--- src/core/pad_pkg.sv ---
package pad_pkg;
  localparam longint CLK_MHZ = 200;
  // Register indexes; byte address is four times the index
  localparam logic [7:0] IDX_SYS_A = 8'h62;
  localparam logic [7:0] IDX_SYS_B = 8'h63;
  localparam logic [7:0] IDX_SYS_C = 8'h64;
  localparam logic [7:0] IDX_HK_A = 8'h65;
  localparam logic [7:0] IDX_HK_B = 8'h66;
  localparam logic [7:0] IDX_IDLE = 8'h67;
  localparam logic [7:0] IDX_TRAP_A = 8'h69;
  localparam logic [7:0] IDX_TRAP_B = 8'h6a;
  localparam logic [7:0] IDX_RANGE_HI = 8'h6b;
  localparam logic [7:0] IDX_RANGE_LO = 8'h6c;
  localparam logic [7:0] IDX_CTRL = 8'h71;
  localparam logic [7:0] IDX_STAT = 8'h73;
  localparam logic [7:0] IDX_DOZE = 8'h8d;
  localparam int CFG_NUM = 11;
  localparam int CFG_SYS_A = int'(IDX_SYS_A - IDX_SYS_A);
  localparam int CFG_SYS_B = int'(IDX_SYS_B - IDX_SYS_A);
  localparam int CFG_SYS_C = int'(IDX_SYS_C - IDX_SYS_A);
  localparam int CFG_HK_A = int'(IDX_HK_A - IDX_SYS_A);
  localparam int CFG_HK_B = int'(IDX_HK_B - IDX_SYS_A);
  localparam int CFG_IDLE = int'(IDX_IDLE - IDX_SYS_A);
  localparam int CFG_TRAP_A = int'(IDX_TRAP_A - IDX_SYS_A);
  localparam int CFG_RANGE_HI = int'(IDX_RANGE_HI - IDX_SYS_A);
  localparam int CFG_RANGE_LO = int'(IDX_RANGE_LO - IDX_SYS_A);
  // Writable bits per config entry, 0x62 to 0x6c
  localparam logic [7:0] CFG_MASK [0:CFG_NUM-1] = '{8'hfe, 8'h20, 8'he0, 8'hfc,
    8'h20, 8'hfc, 8'h00, 8'hfc, 8'h00, 8'hff, 8'hff};
  localparam logic [7:0] REG_RST = 8'h00;
  localparam logic [7:0] CTRL_MASK = 8'h84;
  localparam logic [7:0] STAT_MASK = 8'h87;
  localparam logic [7:0] STAT_LOW_SRC = 8'h07;
  localparam int CTRL_DOZE_SMI = 7;
  localparam int CTRL_ACT_SMI = 2;
  localparam int ST_DOZE = 7;
  localparam int ST_SYS = 2;
  localparam int ST_IDLE = 1;
  localparam int ST_TRAP = 0;
  localparam int SYS_A_LSB = 1;
  localparam int SYS_C_LSB = 5;
  localparam int HK_A_LSB = 2;
  localparam int PER_LSB = 2;
  localparam int RANGE_BIT = 5;
  localparam int DOZE_LSB = 5;
  localparam int LO_MEM = 0;
  localparam int LO_WIDE = 1;
  localparam int LO_SZ16 = 2;
  localparam logic [13:0] IO_MASK_4 = 14'h3fff;
  localparam logic [13:0] IO_MASK_8 = 14'h3ffe;
  localparam logic [13:0] IO_MASK_16 = 14'h3ffc;
  localparam logic [2:0] DOZE_OFF = 3'h0;
  localparam logic [2:0] DOZE_50 = 3'h1;
  localparam logic [2:0] DOZE_100 = 3'h2;
  localparam logic [2:0] DOZE_500 = 3'h3;
  localparam logic [2:0] DOZE_RSVD = 3'h4;
  localparam logic [2:0] DOZE_4S = 3'h5;
  localparam logic [2:0] DOZE_8S = 3'h6;
  localparam logic [2:0] DOZE_16S = 3'h7;
  localparam longint DOZE_50_MS = 50;
  localparam longint DOZE_100_MS = 100;
  localparam longint DOZE_500_MS = 500;
  localparam longint DOZE_4_S = 4;
  localparam longint DOZE_8_S = 8;
  localparam longint DOZE_16_S = 16;
  localparam logic [31:0] DOZE_50_CYC = 32'(DOZE_50_MS * CLK_MHZ * 1000);
  localparam logic [31:0] DOZE_100_CYC = 32'(DOZE_100_MS * CLK_MHZ * 1000);
  localparam logic [31:0] DOZE_500_CYC = 32'(DOZE_500_MS * CLK_MHZ * 1000);
  localparam logic [31:0] DOZE_4_CYC = 32'(DOZE_4_S * CLK_MHZ * 1000000);
  localparam logic [31:0] DOZE_8_CYC = 32'(DOZE_8_S * CLK_MHZ * 1000000);
  localparam logic [31:0] DOZE_16_CYC = 32'(DOZE_16_S * CLK_MHZ * 1000000);

  typedef struct packed {
    logic dma_request_activity;
    logic bus_master_activity;
    logic parallel_port_activity;
    logic serial_port_activity;
    logic keyboard_activity;
    logic floppy_activity;
    logic hard_disk_activity;
    logic irq_high_activity;
    logic irq_zero_activity;
    logic nmi_activity;
  } pad_act_t;

  typedef struct packed {
    logic valid;
    logic is_mem;
    logic [31:0] addr;
  } pad_cyc_t;

  typedef enum logic {
    PAD_BUS_IDLE = 1'b0,
    PAD_BUS_ANSWER = 1'b1
  } pad_bus_t;
endpackage

--- src/core/pad_range_cmp.sv ---
`timescale 1ns/100ps
`default_nettype none
module pad_range_cmp
  import pad_pkg::*;
(
  input wire logic clk_i,
  input wire logic rst_i,
  input wire logic ce_i,
  input wire logic [7:0] hi_i,
  input wire logic [7:0] lo_i,
  input wire pad_cyc_t cyc_i,
  output logic hit_o
);
  logic hit_reg, hit_next;
  logic [13:0] io_mask;
  logic mem_eq, io_eq;

  always_comb
  begin
    // Range size trims the low compare bits in IO mode
    if (!lo_i[LO_WIDE])
      io_mask = IO_MASK_4;
    else if (lo_i[LO_SZ16])
      io_mask = IO_MASK_16;
    else
      io_mask = IO_MASK_8;
    mem_eq = cyc_i.addr[31:17] == {hi_i, lo_i[7:1]};
    io_eq = ((cyc_i.addr[15:2] ^ {hi_i, lo_i[7:2]}) & io_mask) == 14'h0000;
    hit_next = cyc_i.valid && (cyc_i.is_mem == lo_i[LO_MEM])
      && (lo_i[LO_MEM] ? mem_eq : io_eq);
  end

  always_ff @(posedge clk_i)
  begin
    if (rst_i)
      hit_reg <= 1'b0;
    else if (ce_i)
      hit_reg <= hit_next;
  end

  assign hit_o = hit_reg;
endmodule
`default_nettype wire

--- src/core/pad_detect.sv ---
`timescale 1ns/100ps
`default_nettype none
module pad_detect
  import pad_pkg::*;
#(
  parameter logic [31:0] DOZE_C50 = DOZE_50_CYC,
  parameter logic [31:0] DOZE_C100 = DOZE_100_CYC,
  parameter logic [31:0] DOZE_C500 = DOZE_500_CYC,
  parameter logic [31:0] DOZE_C4S = DOZE_4_CYC,
  parameter logic [31:0] DOZE_C8S = DOZE_8_CYC,
  parameter logic [31:0] DOZE_C16S = DOZE_16_CYC
)
(
  input wire logic clk_i,
  input wire logic rst_i,
  input wire logic ce_i,
  input wire logic [9:0] avs_address_i,
  input wire logic avs_read_i,
  input wire logic avs_write_i,
  input wire logic [31:0] avs_writedata_i,
  input wire logic [3:0] avs_byteenable_i,
  output logic [31:0] avs_readdata_o,
  output logic avs_waitrequest_o,
  input wire pad_act_t act_i,
  input wire pad_cyc_t cyc_i,
  input wire logic doze_or_standby_i,
  input wire logic periph_timeout_i,
  output logic smi_o,
  output logic timer_reload_o,
  output logic wake_o,
  output logic hk_wake_o,
  output logic doze_timeout_o
);
  logic [7:0] cfg_reg [0:CFG_NUM-1];
  logic [7:0] cfg_next [0:CFG_NUM-1];
  logic [2:0] doze_reg, doze_next;
  logic [7:0] ctrl_reg, ctrl_next;
  logic [7:0] stat_reg, stat_next;
  logic [31:0] cnt_reg, cnt_next;
  logic [5:0] seen_reg, seen_next;
  pad_bus_t bus_reg, bus_next;
  logic wait_reg, wait_next;
  logic [31:0] rdata_reg, rdata_next;
  logic smi_reg, smi_next;
  logic reload_reg, reload_next;
  logic wake_reg, wake_next;
  logic hk_reg, hk_next;
  logic range_hit;
  logic [7:0] idx;
  logic [7:0] wbyte;
  logic wr_go, doze_wr;
  logic sys_hit, hk_hit, trap_hit, idle_hit, run, expire;
  logic [5:0] periph_act;

  function automatic logic [31:0] doze_load(input logic [2:0] code);
    case (code)
      DOZE_50: doze_load = DOZE_C50;
      DOZE_100: doze_load = DOZE_C100;
      DOZE_500: doze_load = DOZE_C500;
      DOZE_4S: doze_load = DOZE_C4S;
      DOZE_8S: doze_load = DOZE_C8S;
      DOZE_16S: doze_load = DOZE_C16S;
      default: doze_load = 32'h0000_0000;
    endcase
  endfunction

  pad_range_cmp u_range (
    .clk_i(clk_i),
    .rst_i(rst_i),
    .ce_i(ce_i),
    .hi_i(cfg_reg[CFG_RANGE_HI]),
    .lo_i(cfg_reg[CFG_RANGE_LO]),
    .cyc_i(cyc_i),
    .hit_o(range_hit)
  );

  // Bus slave: one wait cycle, answer in the next
  always_comb
  begin
    idx = avs_address_i[9:2];
    bus_next = bus_reg;
    wait_next = wait_reg;
    rdata_next = rdata_reg;
    case (bus_reg)
      PAD_BUS_IDLE:
      begin
        if (avs_read_i || avs_write_i)
        begin
          bus_next = PAD_BUS_ANSWER;
          wait_next = 1'b0;
          rdata_next = 32'h0000_0000;
          if (avs_read_i)
          begin
            if (idx >= IDX_SYS_A && idx <= IDX_RANGE_LO)
              rdata_next[7:0] = cfg_reg[int'(idx - IDX_SYS_A)];
            else if (idx == IDX_CTRL)
              rdata_next[7:0] = ctrl_reg;
            else if (idx == IDX_STAT)
              rdata_next[7:0] = stat_reg;
            else if (idx == IDX_DOZE)
              rdata_next[7:0] = {doze_reg, 5'h00};
          end
        end
      end
      PAD_BUS_ANSWER:
      begin
        bus_next = PAD_BUS_IDLE;
        wait_next = 1'b1;
      end
      default:
      begin
        bus_next = PAD_BUS_IDLE;
        wait_next = 1'b1;
      end
    endcase
  end

  always_ff @(posedge clk_i)
  begin
    if (rst_i)
    begin
      bus_reg <= PAD_BUS_IDLE;
      wait_reg <= 1'b1;
      rdata_reg <= 32'h0000_0000;
    end
    else if (ce_i)
    begin
      bus_reg <= bus_next;
      wait_reg <= wait_next;
      rdata_reg <= rdata_next;
    end
  end

  // Register writes take effect in the answer cycle
  always_comb
  begin
    wbyte = avs_writedata_i[7:0];
    wr_go = avs_write_i && avs_byteenable_i[0] && (bus_reg == PAD_BUS_ANSWER);
    doze_wr = wr_go && (idx == IDX_DOZE);
    for (int i = 0; i < CFG_NUM; i++)
    begin
      cfg_next[i] = cfg_reg[i];
      if (wr_go && idx == 8'(int'(IDX_SYS_A) + i))
        cfg_next[i] = wbyte & CFG_MASK[i];
    end
    ctrl_next = ctrl_reg;
    if (wr_go && idx == IDX_CTRL)
      ctrl_next = wbyte & CTRL_MASK;
    doze_next = doze_reg;
    if (doze_wr)
      doze_next = wbyte[7:DOZE_LSB];
  end

  always_ff @(posedge clk_i)
  begin
    if (rst_i)
    begin
      for (int i = 0; i < CFG_NUM; i++)
        cfg_reg[i] <= REG_RST;
      ctrl_reg <= REG_RST;
      doze_reg <= DOZE_OFF;
    end
    else if (ce_i)
    begin
      cfg_reg <= cfg_next;
      ctrl_reg <= ctrl_next;
      doze_reg <= doze_next;
    end
  end

  // Activity detection, doze timer and SMI status
  always_comb
  begin
    periph_act = {act_i.parallel_port_activity, act_i.serial_port_activity,
      act_i.keyboard_activity, act_i.floppy_activity, act_i.hard_disk_activity, range_hit};
    sys_hit = |(cfg_reg[CFG_SYS_A][7:SYS_A_LSB] & {act_i.dma_request_activity,
        act_i.bus_master_activity, act_i.parallel_port_activity,
        act_i.serial_port_activity, act_i.keyboard_activity, act_i.floppy_activity,
        act_i.hard_disk_activity})
      | (cfg_reg[CFG_SYS_B][RANGE_BIT] & range_hit)
      | |(cfg_reg[CFG_SYS_C][7:SYS_C_LSB] & {act_i.irq_high_activity,
        act_i.irq_zero_activity, act_i.nmi_activity});
    hk_hit = doze_or_standby_i &&
      (|(cfg_reg[CFG_HK_A][7:HK_A_LSB] & {act_i.dma_request_activity,
        act_i.bus_master_activity, act_i.keyboard_activity, act_i.irq_high_activity,
        act_i.irq_zero_activity, act_i.nmi_activity})
      | (cfg_reg[CFG_HK_B][RANGE_BIT] & range_hit));
    trap_hit = |(cfg_reg[CFG_TRAP_A][7:PER_LSB] & periph_act);
    idle_hit = periph_timeout_i
      && |(cfg_reg[CFG_IDLE][7:PER_LSB] & ~(seen_reg | periph_act));
    seen_next = periph_timeout_i ? periph_act : (seen_reg | periph_act);

    run = (doze_reg != DOZE_OFF) && (doze_reg != DOZE_RSVD) && !stat_reg[ST_DOZE];
    expire = run && !sys_hit && !doze_wr && (cnt_reg == 32'h0000_0001);
    cnt_next = cnt_reg;
    if (sys_hit || doze_wr)
      cnt_next = doze_load(doze_next);
    else if (expire)
      cnt_next = doze_load(doze_reg);
    else if (run)
      cnt_next = cnt_reg - 32'h0000_0001;

    reload_next = sys_hit;
    wake_next = sys_hit && !ctrl_reg[CTRL_ACT_SMI] && doze_or_standby_i;
    hk_next = hk_hit;

    // Software clears by writing ones; hardware sets win
    stat_next = stat_reg;
    if (wr_go && idx == IDX_STAT)
      stat_next = stat_reg & ~(wbyte & STAT_MASK);
    if (wake_next)
      stat_next[ST_DOZE] = 1'b0;
    if (expire)
      stat_next[ST_DOZE] = 1'b1;
    if (sys_hit && ctrl_reg[CTRL_ACT_SMI])
      stat_next[ST_SYS] = 1'b1;
    if (idle_hit)
      stat_next[ST_IDLE] = 1'b1;
    if (trap_hit)
      stat_next[ST_TRAP] = 1'b1;
    smi_next = |(stat_next & STAT_LOW_SRC)
      || (stat_next[ST_DOZE] && ctrl_next[CTRL_DOZE_SMI]);
  end

  always_ff @(posedge clk_i)
  begin
    if (rst_i)
    begin
      stat_reg <= REG_RST;
      cnt_reg <= 32'h0000_0000;
      seen_reg <= 6'h00;
      smi_reg <= 1'b0;
      reload_reg <= 1'b0;
      wake_reg <= 1'b0;
      hk_reg <= 1'b0;
    end
    else if (ce_i)
    begin
      stat_reg <= stat_next;
      cnt_reg <= cnt_next;
      seen_reg <= seen_next;
      smi_reg <= smi_next;
      reload_reg <= reload_next;
      wake_reg <= wake_next;
      hk_reg <= hk_next;
    end
  end

  assign avs_readdata_o = rdata_reg;
  assign avs_waitrequest_o = wait_reg;
  assign smi_o = smi_reg;
  assign timer_reload_o = reload_reg;
  assign wake_o = wake_reg;
  assign hk_wake_o = hk_reg;
  assign doze_timeout_o = stat_reg[ST_DOZE];
endmodule
`default_nettype wire

--- config.mk ---
export PLATFORM = sky130hd
export DESIGN_NAME = pad_detect
export DESIGN_NICKNAME = d
export VERILOG_FILES = /design/src/core/pad_pkg.sv /design/src/core/pad_range_cmp.sv /design/src/core/pad_detect.sv
export SDC_FILE = /design/constraint.sdc
export NUM_CORES = 1
export LEC_CHECK = 0
export ABC_AREA = 1
export BUFFER_PORTS_ARGS = -buffer_cell sky130_fd_sc_hd__buf_2
export CAP_MARGIN = 20
export CORE_MARGIN = 2
export CORE_UTILIZATION = 54
export CTS_BUF_LIST = sky130_fd_sc_hd__clkbuf_8
export DETAILED_ROUTE_END_ITERATION = 10
export PLACE_DENSITY = 0.88
export SKIP_CTS_REPAIR_TIMING = 1
export SLEW_MARGIN = 10
export SYNTH_ARGS = -nofsm -noshare
export SYNTH_HDL_FRONTEND = slang
export SYNTH_HIERARCHICAL = 1
export SYNTH_SLANG_ARGS = --single-unit
export TNS_END_PERCENT = 100
--- constraint.sdc ---
create_clock -name clk_i -period 2.28 [get_ports clk_i]
set_input_delay 0.342 -clock clk_i [delete_from_list [all_inputs] [get_ports clk_i]]
set_output_delay 0.342 -clock clk_i [all_outputs]
set_load 0.02 [all_outputs]
# Word-level counts from Yosys, hierarchy flattened
# Index checks and enable logic that the tools add are counted.
# op_classes
muxes	29
bitwise	18
reduce_logical	58
n_addsub	2
n_eq_ne	29
order_cmp	3
# op_table
op	n
$pmux W32 S6	2
$mux W32	3
$eq A8 B7 Y1 const B	11
$mux W8	9
$bmux W8 S4	1
$eq A32 B1 Y1 const B	1
$ge A32 B5 Y1 const B	1
$not A32 Y32	1
$sub A32 B1 Y32 const B	1
$logic_and A1 B1 Y1	28
$reduce_and A2 Y1	13
$and A6 B6 Y6	3
$eq A3 B3 Y1 const B	6
$reduce_or A6 Y1	3
$eq A15 B15 Y1	1
$and A14 B14 Y14	1
$logic_not A14 Y1	1
$mux W14	1
$xor A14 B14 Y14	1
$eq A3 B2 Y1 const B	4
$sub A8 B7 Y9 const B	1
$and A8 B8 Y8	1
$eq A8 B8 Y1 const B	1
$ge A8 B7 Y1 const B	1
24 further kinds	43
# totals
wordCells	163
in_bits	97
regBits	112
output_inout_bits	38

# Depth between registers and ports, before layout
# logic_depth
depth_word	11
ltp_mapped	14
depth_no_buf	14

# Modules after synthesis
# Netlist, hierarchy kept.
# modules_own_cells
mod	instances	seq_area_each_um2	cells_each	area_each_um2
pad_detect	1	2142.1	1072	6746.5
pad_range_cmp	1	20.0	124	566.8

# Least setup slack after synthesis
# Ideal clock, no wire load.
# synth_timing
kind	input to register
start	in avs_address_i[4]
end	reg rdata_reg[5] (netlist: avs_readdata_o[5])
setup_slack_ns	0.528
t_arrival_ns	1.682
setup_time_ns	0.070
required_time_ns	2.210
n_path_buf	1
cell_stages	11
path_cell_list	inv_1 -> ha_1 -> clkbuf_1 -> clkinv_1 -> nor2_1 -> nand2_1 -> nand2_1 -> nor2_1 -> nand2_1 -> nand3_1 -> a21oi_1
# synth_via
elab_chain_len	7
elab_cells_between_ends	16
classes_between	add/sub: 1; order compare: 2; eq/ne: 3; mux: 8; bitwise: 1; reduce/logical: 1
# synth_lines
element	line	text
from (decl)	pad_detect.sv:17	input wire logic [9:0] avs_address_i,
$sub A8 B7 Y9	pad_detect.sv:95	rdata_next[7:0] = cfg_reg[int'(idx - IDX_SYS_A)];
$not A32 Y32 (not written as such)	pad_detect.sv:95	
$bmux W8 S4	pad_detect.sv:95	
$mux W8 (not written as such) (2 in series)	pad_detect.sv:95	
$mux W8 *	pad_detect.sv:94	if (idx >= IDX_SYS_A && idx <= IDX_RANGE_LO)
$mux W8 *	pad_detect.sv:92	if (avs_read_i)
to (signal assigned)	pad_detect.sv:130	rdata_reg <= rdata_next;
to (decl)	pad_detect.sv:43	logic [31:0] rdata_reg, rdata_next;
# Every way passes the cells marked *; elsewhere a longest branch is shown, timed or not. The select of a mux whose other input is x is not followed.
# A chain may end at the register's enable or synchronous reset.

# Worst setup path in the final report
# layout_timing
start	reg bus_reg
end	reg cnt_reg[16]
# layout_via
elab_chain_len	7
elab_cells_between_ends	18
classes_between	eq/ne: 6; mux: 4; reduce/logical: 8
# layout_lines
element	line	text
from (decl)	pad_detect.sv:41	pad_bus_t bus_reg, bus_next;
from (signal assigned)	pad_detect.sv:128	bus_reg <= bus_next;
$logic_and A1 B1 Y1 *	pad_detect.sv:138	wr_go = avs_write_i && avs_byteenable_i[0] && (bus_reg == PAD_BUS_ANSWER);
$logic_and A1 B1 Y1 *	pad_detect.sv:139	doze_wr = wr_go && (idx == IDX_DOZE);
parallel branches: the longest is 5 deep, another holds $pmux W32 S6	-	
to (signal assigned)	pad_detect.sv:240	cnt_reg <= cnt_next;
to (decl)	pad_detect.sv:39	logic [31:0] cnt_reg, cnt_next;
# Mark *: on every way between the ends.

==> qor.yml <==
final_util_pct: 61.07
numCtsBuffers: 9
fin_worst_skew_ns: 0.02017
postRouteAntennaNets: 0
cp_slowest_stage_delay_ns: 0.40
die_h_um: 120.4
p_per_area_nw_per_um2: 578.4
end_kind: "register"
fillers: 1286
post-place-ws_ns: 0.1758
required_ns: 2.62
area_growth_pct: 10.59
slew_viol_final: 0
ir_drop_uv: 388.8
worstPathArrival_ns: 2.39
setup_tns_ns: 0
core_area_sq_um: 13240
grt_usage_pct: 30.48
nets: 1379
synthFlopType: "dfxtp_1"
slowest_stage: "dfxtp_1"
synth_area_leaders: "dfxtp_1 (30%), nand2_1 (16%), nor2_1 (8.2%)"
worst_slack_ns: 0.2283
drive_gt1_share_pct: 14.03
avgViaCountPerCell: 5.491
clk_pin_slew_ns: 0.12
grt_max_degree: 53
antenna_found_initial: 0
period_share_pct: 89.99
holdPathStages: 3
globalRoute.totalOverflow: 0
worst_setup_path_start_kind: "register"
routedWlPerCell_um: 14.94
drtIter0Drc: 787
crit_buf_inv: 1
dieArea_sq_um: 14490
cts.path.max_buffers: 2
cp.depth: 8
gp_congestion: 1.059
crit_family: "simple AND/OR/NAND/NOR gates"
io_pins: 135
row_count: 42
drc: 0
syn_avg_cell_area_sq_um: 6.115
path_cells: "nand3_2 > inv_2 > nand3_4 > nand2_2 > nand2_1 > nor2_1 > nor3_1 > a21oi_1"
htreeDepth: 3
io_buffers: 78
diodes: 0
synth_top_area_share_pct: 29.56
max_freq_mhz: 487.4
place_inst: 1443
period_needed_ns: 2.052
critPathKind: "reg -> reg"
power.leakage_uw: 0.003855
dpl.hpwl_um: 16870
synth_edf_count: 0
synth.most_common_cell: "nand2_1"
vias: 8012
worst_pin_slew_ns: 0.5531
r2r_cells: 8
crit_fanout: 10
yosysWarnings: 6
yosysTopAreaCell: "dfxtp_1"
multi_input_area_sq_um: 4399
start_util_pct: 55.22
root_buffer: "clkbuf_8"
ys_seq_elements: 108
max_slew_margin_pct: 62.99
rsz0062_at_grt: "false"
largest_reg_flops: 46
synth_cell_types: 51
clock_sinks: 108
outcome: "finished, final reports clean"
first_pass_iters: 6
cts_tree: "built"
grt_pass1_vias: 7084
seqCellArea_sq_um: 2162
syn_inst: 1196
syn_area_sq_um: 7313
hold_violations: 0
clk_latency_ns: 0.41
routed_wl_um: 21800
grt_pass1_wl_um: 35350
fin_cells: 1459
async_flop_share_pct: 0
hold_class: "in -> reg"
die_x_um: 120.4
setup-violations-final: 0
cap_violations: 0
yosys-top-cells-count: "nand2_1 (320), nor2_1 (160), inv_1 (115), o21ai_0 (113), dfxtp_1 (108)"
seq_area_frac_synth_pct: 29.56
routing by layer:
metal	vias up	wire length, um	track usage [%]
met2	394	9364	45.48
met5	-	0	0
met1	3605	9804	44.84
met4	0	399	8.721
li1	3977	-	-
met3	36	2232	5.519
cell families (layout without fill, tap and decap cells):
kind of cell / count (synthesis) / after routing / share of synthesized area (%)
buffers and inverters: 189 / 253 / 11.50
AOI/OAI and AO/OA: 245 / 245 / 17.72
and+or+nand+nor: 620 / 620 / 36.90
adders and majority gates: 4 / 4 / 0.6844
DFF: 108 / 108 / 29.56
xor gates and xnor gates: 29 / 29 / 3.576
other: 1 / 24 / 0.05128
layout by cell type (no fill, tap or decap), types with 2 or more instances in the layout:
| master | instances |
|---|---|
| a21oi_1 | 102 |
| a22oi_1 | 4 |
| a31oi_1 | 3 |
| buf_2 | 78 |
| buf_4 | 26 |
| clkbuf_8 | 9 |
| clkinv_1 | 5 |
| conb_1 | 24 |
| dfxtp_1 | 108 |
| ha_1 | 4 |
| inv_1 | 115 |
| inv_2 | 12 |
| inv_8 | 5 |
| nand2_1 | 320 |
| nand2_2 | 7 |
| nand2_4 | 4 |
| nand3_1 | 59 |
| nand3_2 | 4 |
| nand4_1 | 22 |
| nor2_1 | 159 |
| nor2_2 | 13 |
| nor2_4 | 4 |
| nor2_8 | 2 |
| nor3_1 | 12 |
| nor3_2 | 2 |
| o211ai_1 | 7 |
| o21ai_0 | 113 |
| o21ai_1 | 4 |
| o22ai_1 | 3 |
| or2_0 | 3 |
| or2_2 | 4 |
| xnor2_1 | 15 |
| xor2_1 | 13 |
power breakdown:
part | internal, uW | switching (uW)
Combinational | 450 | 878
Sequential | 1960 | 73.8
Clock | 548 | 772
Total | 2950 | 1720
final cells by class:
class                      count  share of cell area [%]
timing repair buffer         104                   7.240
inverter                     133                   6.204
clock buffer                   9                   1.532
tap                          176                   2.723
multi-input combinational    922                   54.39
sequential                   108                   26.73
clock inverter                 7                   1.176
worst register-to-register path, cell delays in order, from the launching register on:
cell     delay, ns
dfxtp_1       0.40
nand3_2       0.18
inv_2         0.20
nand3_4       0.18
nand2_2       0.27
nand2_1       0.18
nor2_1        0.32
nor3_1        0.10
a21oi_1       0.16
through the flow:
| stage | instance area [sq um] | total power (uW) | hold WS (ns) |
|---|---|---|---|
| 3_3_place_gp | 7866 | 3333 | 0.4452 |
| 5_1_grt | 8088 | 4935 | 0.2202 |
| 4_1_cts | 8085 | 4640 | 0.2083 |
| 3_5_place_dp | 7866 | 3353 | 0.4529 |
| 2_1_floorplan | 7400 | 3022 | 0.4044 |
| 6_report | 8088 | 4678 | 0.2036 |
worst paths after layout:
kind,start,end,slack [ns]
worst max register to register,bus_reg,cnt_reg[16],0.23
worst max-delay path,bus_reg,cnt_reg[16],0.23
worst min register to register,avs_waitrequest_o,avs_waitrequest_o,0.47
worst min-delay path,act_i[6],seen_reg[4],0.20
No activity file was read; power rests on OpenSTA's default activity.
